`src/core/usb_cfg_pkg.sv`:
```
/*
  constants for the usb configuration register zero block: offset, field
  positions, reset values and encodings.
  assumes a single 50 MHz clock domain and an apb register bus.
*/
package usb_cfg_pkg;
  localparam logic [11:0] cfg0_offset = 12'h080;
  localparam int lpm_bit = 30;
  localparam int susp_bit = 29;
  localparam int speed_lsb = 13;
  localparam int speed_msb = 15;
  localparam int tx_rst_bit = 10;
  localparam int rx_rst_bit = 9;
  localparam int empty_reply_bit = 6;
  localparam int burst_bit = 5;
  localparam int swap_bit = 4;
  localparam int wake_bit = 2;
  localparam int pwr_bit = 1;
  localparam int nostall_bit = 0;
  localparam logic [31:0] writable_mask = 32'h6000_E067;
  localparam logic [2:0] speed_high = 3'h0;
  localparam logic [2:0] speed_full = 3'h1;
  localparam logic susp_default = 1'b1;
  localparam logic swap_default = 1'b0;
  localparam logic lpm_default = 1'b1;
  localparam logic wake_default = 1'b1;
  localparam logic pwr_default = 1'b1;
  localparam logic flag_zero = 1'b0;
endpackage

```
`src/core/usb_config_zero.sv`:
```
/*
  usb configuration register zero as an apb slave, with the control outputs
  it drives into the usb device core.
  assumes image flags (eeprom/otp) are stable levels from the loader on mclk;
  usb_reset and lite_soft_reset are one-cycle pulses on mclk.
*/
// Local design decision: the APB register port.
`timescale 1ns/100ps
`default_nettype none
module usb_config_zero (
  input wire logic mclk,
  input wire logic srst,
  input wire logic psel,
  input wire logic penable,
  input wire logic pwrite,
  input wire logic [11:0] paddr,
  input wire logic [31:0] pwdata,
  output logic [31:0] prdata,
  output logic pready,
  output logic pslverr,
  input wire logic usb_reset,
  input wire logic lite_soft_reset,
  input wire logic reset_protect,
  input wire logic eeprom_present,
  input wire logic otp_programmed,
  input wire logic [31:0] eeprom_flags,
  input wire logic [31:0] otp_flags,
  input wire logic suspend_request,
  output logic suspend_out_n,
  input wire logic in_token_empty,
  output logic in_reply_nak,
  output logic in_reply_zlp,
  input wire logic [7:0] burst_limit,
  input wire logic [7:0] burst_request,
  output logic [7:0] burst_size,
  input wire logic sync_loss,
  output logic bulk_out_stall,
  output logic link_power_mgmt_capable,
  output logic remote_wake_capable,
  output logic self_powered_select,
  output logic [2:0] connect_speed_select,
  output logic bulk_in_transmitter_rst,
  output logic bulk_out_receiver_rst,
  input wire logic phy_dp_out,
  input wire logic phy_dm_out,
  output logic usb_pad_p,
  output logic usb_pad_m
);
  logic lpm_r, susp_r, swap_r, wake_r, pwr_r, empty_r, burst_r, nostall_r;
  logic [2:0] speed_r;
  logic tx_rst_r, rx_rst_r;
  logic [31:0] prdata_r;

  // image value: eeprom wins, then otp, else the fixed default
  wire load = usb_reset | lite_soft_reset;
  wire [31:0] img = eeprom_present ? eeprom_flags : otp_flags;
  wire img_ok = eeprom_present | otp_programmed;
  wire susp_img = img_ok ? img[usb_cfg_pkg::susp_bit] : usb_cfg_pkg::susp_default;
  wire swap_img = img_ok ? img[usb_cfg_pkg::swap_bit] : usb_cfg_pkg::swap_default;
  wire lpm_img = img_ok ? img[usb_cfg_pkg::lpm_bit] : usb_cfg_pkg::lpm_default;
  wire wake_img = img_ok ? img[usb_cfg_pkg::wake_bit] : usb_cfg_pkg::wake_default;
  // power select never consults otp
  wire pwr_img = eeprom_present ? eeprom_flags[usb_cfg_pkg::pwr_bit]
                                : usb_cfg_pkg::pwr_default;
  // protected fields reload on srst, and on a usb or lite reset only when protection is off
  wire prot_load = srst | (load & ~reset_protect);

  // apb decode: zero-wait slave, unmapped reads zero with error
  wire hit = paddr == usb_cfg_pkg::cfg0_offset;
  wire access = psel & penable;
  wire wr = access & pwrite & hit;
  wire [31:0] wd = pwdata & usb_cfg_pkg::writable_mask;
  wire [31:0] rd_word = {1'b0, lpm_r, susp_r, 13'h0000, speed_r, 2'h0,
                         2'h0, 2'h0, empty_r, burst_r, swap_r, 1'b0,
                         wake_r, pwr_r, nostall_r};
  assign pready = 1'b1;
  assign pslverr = access & ~hit;
  assign prdata = prdata_r;

  // read data latched in setup so it stands through the access cycle
  always_ff @(posedge mclk) begin
    if (srst) begin
      prdata_r <= 32'h0000_0000;
    end else begin
      prdata_r <= (psel & ~penable & ~pwrite & hit) ? rd_word : 32'h0000_0000;
    end
  end

  // protected fields
  always_ff @(posedge mclk) begin
    if (prot_load) begin
      lpm_r <= lpm_img;
      susp_r <= susp_img;
      wake_r <= wake_img;
      pwr_r <= pwr_img;
      speed_r <= usb_cfg_pkg::speed_high;
    end else if (wr) begin
      lpm_r <= wd[usb_cfg_pkg::lpm_bit];
      susp_r <= wd[usb_cfg_pkg::susp_bit];
      wake_r <= wd[usb_cfg_pkg::wake_bit];
      pwr_r <= wd[usb_cfg_pkg::pwr_bit];
      speed_r <= wd[usb_cfg_pkg::speed_msb:usb_cfg_pkg::speed_lsb];
    end
  end

  // unprotected fields; swap is read-only and follows the image
  always_ff @(posedge mclk) begin
    if (srst | load) begin
      empty_r <= usb_cfg_pkg::flag_zero;
      burst_r <= usb_cfg_pkg::flag_zero;
      nostall_r <= usb_cfg_pkg::flag_zero;
      swap_r <= swap_img;
    end else if (wr) begin
      empty_r <= wd[usb_cfg_pkg::empty_reply_bit];
      burst_r <= wd[usb_cfg_pkg::burst_bit];
      nostall_r <= wd[usb_cfg_pkg::nostall_bit];
    end
  end

  // self-clearing resets: one-cycle pulse per write of one, never read back
  always_ff @(posedge mclk) begin
    if (srst) begin
      tx_rst_r <= 1'b0;
      rx_rst_r <= 1'b0;
    end else begin
      tx_rst_r <= wr & pwdata[usb_cfg_pkg::tx_rst_bit];
      rx_rst_r <= wr & pwdata[usb_cfg_pkg::rx_rst_bit];
    end
  end
  assign bulk_in_transmitter_rst = tx_rst_r;
  assign bulk_out_receiver_rst = rx_rst_r;

  // control outputs into the device core
  assign link_power_mgmt_capable = lpm_r;
  assign suspend_out_n = ~(suspend_request & susp_r);
  assign connect_speed_select = speed_r;
  assign in_reply_nak = in_token_empty & empty_r;
  assign in_reply_zlp = in_token_empty & ~empty_r;
  // with the limit on, cap the request at burst_limit; with it off, pass the request through unchanged
  assign burst_size = (burst_r && burst_request > burst_limit) ? burst_limit
                                                                : burst_request;
  assign bulk_out_stall = sync_loss & ~nostall_r;
  assign remote_wake_capable = wake_r;
  assign self_powered_select = pwr_r;
  // pad routing, a combinational mux after the phy drivers
  assign usb_pad_p = swap_r ? phy_dm_out : phy_dp_out;
  assign usb_pad_m = swap_r ? phy_dp_out : phy_dm_out;

  // lpm capability follows the last write unless a reload wins the cycle
  a_lpm_write: assert property (@(posedge mclk) disable iff (srst)
    wr && !prot_load |=> link_power_mgmt_capable == $past(wd[usb_cfg_pkg::lpm_bit]))
    else $error("lpm write lost");

  // without a write or reload the capability must not drift
  a_lpm_hold: assert property (@(posedge mclk) disable iff (srst)
    !wr && !load |=> $stable(link_power_mgmt_capable))
    else $error("lpm drifted");

  // a cleared permission keeps the suspend pin quiet whatever the core asks
  a_susp_block: assert property (@(posedge mclk) disable iff (srst)
    !susp_r |-> suspend_out_n)
    else $error("suspend leaked");

  // with permission the core's request reaches the pin
  a_susp_pass: assert property (@(posedge mclk) disable iff (srst)
    susp_r |-> suspend_out_n == !suspend_request)
    else $error("suspend not passed");

  // suspend permission is writable
  a_susp_write: assert property (@(posedge mclk) disable iff (srst)
    wr && !prot_load |=> susp_r == $past(wd[usb_cfg_pkg::susp_bit]))
    else $error("suspend write lost");

  // connect speed takes the written code
  a_speed_write: assert property (@(posedge mclk) disable iff (srst)
    wr && !prot_load |=> connect_speed_select ==
      $past(wd[usb_cfg_pkg::speed_msb:usb_cfg_pkg::speed_lsb]))
    else $error("speed write lost");

  // an unprotected reload returns to high speed
  a_speed_reload: assert property (@(posedge mclk) disable iff (srst)
    load && !reset_protect |=> connect_speed_select == usb_cfg_pkg::speed_high)
    else $error("speed reload wrong");

  // the transmitter reset is one cycle wide unless another write repeats it
  a_tx_pulse: assert property (@(posedge mclk) disable iff (srst)
    tx_rst_r |=> !tx_rst_r || $past(wr))
    else $error("tx reset pulse stuck");

  // a written one starts the transmitter reset on the next cycle
  a_tx_start: assert property (@(posedge mclk) disable iff (srst)
    wr && pwdata[usb_cfg_pkg::tx_rst_bit] |=> bulk_in_transmitter_rst)
    else $error("tx reset not pulsed");

  // no write, no transmitter reset
  a_tx_quiet: assert property (@(posedge mclk) disable iff (srst)
    !wr |=> !bulk_in_transmitter_rst)
    else $error("tx reset spurious");

  // a written one starts the receiver reset on the next cycle
  a_rx_pulse: assert property (@(posedge mclk) disable iff (srst)
    $past(wr & pwdata[usb_cfg_pkg::rx_rst_bit]) |-> rx_rst_r)
    else $error("rx reset not pulsed");

  // no write, no receiver reset
  a_rx_quiet: assert property (@(posedge mclk) disable iff (srst)
    !wr |=> !bulk_out_receiver_rst)
    else $error("rx reset spurious");

  // the self-clearing bits never show on the bus
  a_rst_unread: assert property (@(posedge mclk) disable iff (srst)
    !prdata[usb_cfg_pkg::tx_rst_bit] && !prdata[usb_cfg_pkg::rx_rst_bit])
    else $error("reset bit read back");

  // exactly one reply kind on an empty in token, picked by the field
  a_reply_sel: assert property (@(posedge mclk) disable iff (srst)
    in_token_empty |-> (in_reply_nak == empty_r) && (in_reply_zlp != empty_r))
    else $error("empty reply wrong");

  // no reply strobes without an empty in token
  a_reply_idle: assert property (@(posedge mclk) disable iff (srst)
    !in_token_empty |-> !in_reply_nak && !in_reply_zlp)
    else $error("reply without token");

  // with the limit on, the burst is the smaller of request and limit
  a_burst_cap: assert property (@(posedge mclk) disable iff (srst)
    burst_r |-> burst_size <= burst_limit && burst_size <= burst_request &&
      (burst_size == burst_limit || burst_size == burst_request))
    else $error("burst over limit");

  // with the limit off, the request passes unchanged
  a_burst_free: assert property (@(posedge mclk) disable iff (srst)
    !burst_r |-> burst_size == burst_request)
    else $error("burst limited");

  // swapped mapping crosses both lines
  a_pad_swap: assert property (@(posedge mclk) disable iff (srst)
    swap_r |-> usb_pad_p == phy_dm_out && usb_pad_m == phy_dp_out)
    else $error("pad swap wrong");

  // straight mapping keeps both lines
  a_pad_straight: assert property (@(posedge mclk) disable iff (srst)
    !swap_r |-> usb_pad_p == phy_dp_out && usb_pad_m == phy_dm_out)
    else $error("pad straight wrong");

  // the swap bit is read-only: only a reload moves it
  a_swap_ro: assert property (@(posedge mclk) disable iff (srst)
    !load |=> $stable(swap_r))
    else $error("swap bit written");

  // remote wakeup support is writable
  a_wake_write: assert property (@(posedge mclk) disable iff (srst)
    wr && !prot_load |=> remote_wake_capable == $past(wd[usb_cfg_pkg::wake_bit]))
    else $error("wake write lost");

  // power mode is writable
  a_pwr_write: assert property (@(posedge mclk) disable iff (srst)
    wr && !prot_load |=> self_powered_select == $past(wd[usb_cfg_pkg::pwr_bit]))
    else $error("power write lost");

  // sync loss stalls unless the field says carry on
  a_stall_sel: assert property (@(posedge mclk) disable iff (srst)
    sync_loss |-> bulk_out_stall == !nostall_r)
    else $error("stall wrong");

  // never a stall without sync loss
  a_stall_idle: assert property (@(posedge mclk) disable iff (srst)
    !sync_loss |-> !bulk_out_stall)
    else $error("stall without sync loss");

  // suspend permission reloads eeprom first, then otp, else allowed
  a_susp_load: assert property (@(posedge mclk) disable iff (srst)
    load && !reset_protect |=> susp_r == ($past(eeprom_present)
      ? $past(eeprom_flags[usb_cfg_pkg::susp_bit]) : $past(otp_programmed)
      ? $past(otp_flags[usb_cfg_pkg::susp_bit]) : 1'b1))
    else $error("suspend reload wrong");

  // pad swap reloads on every usb or lite reset, protection or not
  a_swap_load: assert property (@(posedge mclk) disable iff (srst)
    load |=> swap_r == ($past(eeprom_present)
      ? $past(eeprom_flags[usb_cfg_pkg::swap_bit]) : $past(otp_programmed)
      ? $past(otp_flags[usb_cfg_pkg::swap_bit]) : 1'b0))
    else $error("swap reload wrong");

  // lpm capability reloads eeprom first, then otp, else enabled
  a_lpm_load: assert property (@(posedge mclk) disable iff (srst)
    load && !reset_protect |=> lpm_r == ($past(eeprom_present)
      ? $past(eeprom_flags[usb_cfg_pkg::lpm_bit]) : $past(otp_programmed)
      ? $past(otp_flags[usb_cfg_pkg::lpm_bit]) : 1'b1))
    else $error("lpm reload wrong");

  // remote wakeup reloads eeprom first, then otp, else supported
  a_wake_load: assert property (@(posedge mclk) disable iff (srst)
    load && !reset_protect |=> wake_r == ($past(eeprom_present)
      ? $past(eeprom_flags[usb_cfg_pkg::wake_bit]) : $past(otp_programmed)
      ? $past(otp_flags[usb_cfg_pkg::wake_bit]) : 1'b1))
    else $error("wake reload wrong");

  // no eeprom means self powered, otp is never asked
  a_pwr_load: assert property (@(posedge mclk) disable iff (srst)
    load && !reset_protect && !eeprom_present |=> pwr_r)
    else $error("pwr default");

  // with an eeprom the power mode comes from its image
  a_pwr_eeprom: assert property (@(posedge mclk) disable iff (srst)
    load && !reset_protect && eeprom_present |=>
      self_powered_select == $past(eeprom_flags[usb_cfg_pkg::pwr_bit]))
    else $error("pwr eeprom wrong");

  // protection keeps every guarded field over a usb or lite reset
  a_prot_hold: assert property (@(posedge mclk) disable iff (srst)
    load && reset_protect && !wr |=> $stable(lpm_r) && $stable(susp_r) &&
      $stable(speed_r) && $stable(wake_r) && $stable(pwr_r))
    else $error("protected field lost");

  // unguarded fields other than swap always clear on a usb or lite reset
  a_unprot_clear: assert property (@(posedge mclk) disable iff (srst)
    load |=> !empty_r && !burst_r && !nostall_r)
    else $error("unprotected field kept");

  // reserved positions of the read word stay zero
  a_resv_zero: assert property (@(posedge mclk) disable iff (srst)
    (rd_word & ~32'h6000_E077) == 32'h0000_0000)
    else $error("reserved set");

  // and nothing reserved ever reaches the bus
  a_resv_read: assert property (@(posedge mclk) disable iff (srst)
    (prdata & ~32'h6000_E077) == 32'h0000_0000)
    else $error("reserved read back");
endmodule
`default_nettype wire

```
`config.mk`:
```
export PLATFORM = sky130hd
export DESIGN_NAME = usb_config_zero
export DESIGN_NICKNAME = d
export VERILOG_FILES = /design/src/core/usb_cfg_pkg.sv /design/src/core/usb_config_zero.sv
export SDC_FILE = /design/constraint.sdc
export NUM_CORES = 1
export LEC_CHECK = 0
export BUFFER_PORTS_ARGS = -buffer_cell sky130_fd_sc_hd__buf_4
export CAP_MARGIN = 20
export CELL_PAD_IN_SITES_DETAIL_PLACEMENT = 0
export CELL_PAD_IN_SITES_GLOBAL_PLACEMENT = 1
export CORE_MARGIN = 2
export CORE_UTILIZATION = 21
export DETAILED_ROUTE_END_ITERATION = 10
export PLACE_DENSITY = 0.84
export SLEW_MARGIN = 20
export SYNTH_ARGS = -nofsm -noshare
export SYNTH_HDL_FRONTEND = slang
export SYNTH_SLANG_ARGS = --single-unit
```
`constraint.sdc`:
```
create_clock -name mclk -period 3.93 [get_ports mclk]
set_input_delay 0.9825 -clock mclk [delete_from_list [all_inputs] [get_ports mclk]]
set_output_delay 0.9825 -clock mclk [all_outputs]
set_load 0.01 [all_outputs]
```
**After elaboration in Yosys (flattened, before gate mapping)**

Cells that the tools add are included.

- Bitwise logic cells: 26
- Muxes and demuxes: 16
- Equal/unequal tests: 1
- Add/sub/neg operators: 0
- Multipliers: 0
- Shifts and indexed selects: 0
- Reduce and logical (&&, ||, !) cells: 3
- Div/mod/pow operators: 0
- Order comparisons: 1

Operators with widths:

| kind | number |
|---|---|
| $mux 31 | 1 |
| $and 1x1->1 | 14 |
| $mux 1 | 14 |
| $eq 12x8->1 const B | 1 |
| $gt 8x8->1 | 1 |
| $mux 8 | 1 |
| $not 1->1 | 8 |
| $or 1x1->1 | 4 |
| $reduce_bool 2->1 | 1 |
| $reduce_or 2->1 | 1 |
| $logic_and 1x1->1 | 1 |

- Bits in read-only memories: 0
- Bits in writable memories: 0
- Bits in latches: 0
- Output and inout bits: 56
- Memories kept: 0
- Flip-flop bits (word level): 45

**Longest topological paths before layout**

- Word-level depth: 6
- Gate-level depth with buffers: 7
- Depth with buffers taken out: 7

**Worst setup path before layout**

No wires, ideal clock.

- Path type: input to output
- From: in burst_limit[1]
- To: out burst_size[0]
- Slack: 0.692 ns
- Stages: 7
- Path buffers: 0
- Data required time: 2.947 ns
- Arrival: 2.256 ns
- Path through: inv_1 > ha_1 > nor2b_1 > o211ai_1 > a211oi_2 > nor2_4 > mux2_2

- Word-level cells in the longest chain between the ends: 3

Ends and longest elaborated chain:

| item | RTL line | RTL |
|---|---|---|
| start: declaration | usb_config_zero.sv:33 | `input wire logic [7:0] burst_limit,` |
| $gt 8x8->1 | usb_config_zero.sv:140 | `assign burst_size = (burst_r && burst_request > burst_limit) ? burst_limit` |
| $logic_and 1x1->1 | usb_config_zero.sv:140 |  |
| $mux 8 | usb_config_zero.sv:140 |  |
| end: declaration | usb_config_zero.sv:35 | `output logic [7:0] burst_size,` |

Every way passes these cells.

**Worst setup path in the final report**

- From: in burst_limit[7]
- To: out burst_size[0]

Same word-level chain as after synthesis.

==> impl_results.md <==
- Final global-route overflow total: 0
- Gates resized, CTS repair: 0
- Maximum ir drop on the vdd rail: 0.000115 V
- Switching power as a share of total power: 0.229
- Final Max Slew Viols: 0
- Gpl congestion: 0.728
- Post-Synthesis Mean Instance Area: 9.63 um2
- Worst setup path start: burst_limit[7]
- Internal power summed over all cells: 476 uW
- Cell Rows: 30
- Diodes inserted: 0
- Final setup vio count: 0
- Insertion delay to the later sink of the worst-skew pair: 0.27 ns
- Hold Violations, Final: 0
- Biggest fanout along the worst timing path: 8
- Comb pwr share: 0.218
- Clock slew at the register clock pins of the worst setup and hold paths: 0.09 ns
- Vertical die dimension: 87.5 um
- Cell variety after synth: 33
- Area growth from synthesis to layout: 54.0%
- TNS Setup: 0 ns
- Capture point of the critical path: burst_size[0]
- Fill count: 720
- Fraction of final layout cells sized beyond drive strength 1: 0.482
- Number of cells after detailed placement: 323
- Count of state elements after synthesis: 24
- RSZ-0062 raised after global routing: no
- Effective utilization at floorplan: 0.217
- Buffer count from post-CTS setup fixing: 0
- Number of flip-flops under the largest register name: 11
- Sequential area share after synthesis: 0.362
- Pin count of the biggest net entering global routing: 15
- Commonest cells after routing, fill and taps aside: buf_4, conb_1, dfxtp_1
- Worst reg2reg setup slack: 3.22 ns
- Worst setup EP type: output port
- Fraction of the core area covered by cells at the end of the flow: 0.334
- Initial antenna violation count: 0
- Iteration-0 DRC count of the detailed router: 23
- Detailed Place HPWL: 3.11 mm
- Via count of the first global-routing pass: 1227
- Power density cells: 274 mW/mm2
- Leading cell type in the layout, fill and taps excluded: buf_4
- Iteration count of the initial detailed-routing pass: 3
- Library cell with the largest summed area after synthesis: dfxtp_1
- Number of synthesis warnings: 0
- P_sw: 142 uW
- Req. time, crit path: 2.95 ns
- Worst max-slew margin expressed relative to the limit: 0.414
- Clk sink count: 24
- Cts-stage hold buffer count: 0
- Capturing point of the worst reg2reg path: prdata[4]
- Largest cells by area after synthesis: dfxtp_1, buf_4, edfxtp_1
- Nets: 395
- Core area: 0.00676 mm2
- Max cap viols: 0
- Yosys top cell area share: 0.260
- Minimum clock period: 3.55 ns
- Post-layout power: 617 uW
- Number of placed I/O pins: 195
- Status: completed
- CTS tree: yes
- Area of the die: 0.00765 mm2
- Clock network fraction of total power: 0.355
- Worst Setup Path Type: input port to output port
- Summed instance area of the synthesized netlist: 0.00146 mm2
- Final worst clock skew: 0.00259 ns
- Number of vias in the routed layout: 1323
- Count of unresolved DRC violations after routing: 0
- Horizontal die dimension: 87.5 um
- Slew at the pin with the worst max-slew slack: 0.872 ns
- Critical Path Source Type: input port
- Final cycle utilization of the critical path: 0.903
- Final antenna-violating net count: 0
- Worst min path class: register to register
- Mapped Cells: 152
- Number of port buffers: 97
- Clock buffer count from CTS: 3
- Seq pwr share: 0.428
- Number of H-tree branching levels: 1
- Wire length of the first global-routing pass: 5.25 mm
- Total length of routed wires: 3.59 mm
- Maximum clock insertion buffer count: 2
- GRT Resource Usage Total: 0.0875
- Number of non-filler instances in the completed layout: 327
- DR vias/cell: 4.05
- Pleak: 0.00116 uW
- Hold slack final: 0.492 ns
- Startpoint of the lowest-slack register-to-register path: swap_r
- Reg2Reg Depth: 1
- Detail-routed net length per standard cell: 11.0 um
- Worst path arrival time: 2.57 ns
- Root Buffer Master: clkbuf_8
- Max Clk Rate: 0.282 GHz
-- cells by family (layout without fill, tap and decap cells) --
logic type	Yosys count	after routing	synth area share
AO/OA/AOI/OAI	13	13	0.0658
adder cells (fa/ha/maj)	8	8	0.0684
buffers and inverters	36	111	0.156
flip-flops	24	24	0.362
multiplexers	19	19	0.149
other	2	22	0.00513
AND/OR/NAND/NOR	50	50	0.194
-- per-layer routing --
layer | up-vias | share of wire | track usage
met5 | - | 0 | 0
met4 | 0 | 0.018 | 0.0392
met3 | 4 | 0.10 | 0.0142
met2 | 91 | 0.47 | 0.147
met1 | 573 | 0.41 | 0.109
li1 | 655 | - | -
-- critical path: stages --
cell	delay [ns]
buf_4	0.08
inv_1	0.03
ha_1	0.30
nand4_1	0.13
o21ai_0	0.18
a21oi_1	0.09
nor2_4	0.25
mux2_2	0.37
buf_4	0.14
-- cells in the mapped netlist (all sizes together) --
library cell	n
clkbuf	1
conb	2
and3	1
nor2b	6
ha	8
mux2i	6
nor4	3
a21boi	1
nor4b	1
a21o	1
a21oi	2
buf	25
edfxtp	5
mux2	13
inv	10
dfxtp	19
a41oi	1
nand2	8
o21ai	5
nor2	9
nand3	2
o211ai	1
and2	14
a31oi	1
nand4	2
nand2b	2
a211oi	1
or3	1
or2	1
-- per-stage QoR --
step,setup slack [ns],instance area [um2]
global placement,0.345,2180
CTS,0.342,2250
finish,0.380,2250
global route,0.254,2250
floorplan,0.692,1540
detailed placement,0.334,2180
-- power by group through the flow --
stage                     clock [uW]  combinational (uW)  sequential (uW)
after floorplan                    0                70.5              271
after global placement             0                 132              270
after detailed placement           0                 136              270
after CTS                        224                 136              264
after global routing             235                 147              266
final                            219                 134              264
-- area by class of cell --
type,count,area [um2],share of cell area
clock inverter,1,30.0,0.0133
timing repair buffer,97,728,0.323
clock buffer,3,41.3,0.0183
multi-input combinational,112,787,0.349
inverter,10,37.5,0.0166
sequential,24,531,0.235
tap,80,100,0.0444
-- worst min path at each step --
stage,startpoint,end,slack [ns],cells after the start
after floorplan,susp_r,prdata[29],0.45,1
after global placement,self_powered_select,prdata[1],0.46,1
after detailed placement,connect_speed_select[1],prdata[14],0.48,1
after CTS,connect_speed_select[1],prdata[14],0.50,1
after global routing,connect_speed_select[2],prdata[15],0.51,1
final,connect_speed_select[1],prdata[14],0.49,1
Power figures use the tool's default switching activity.
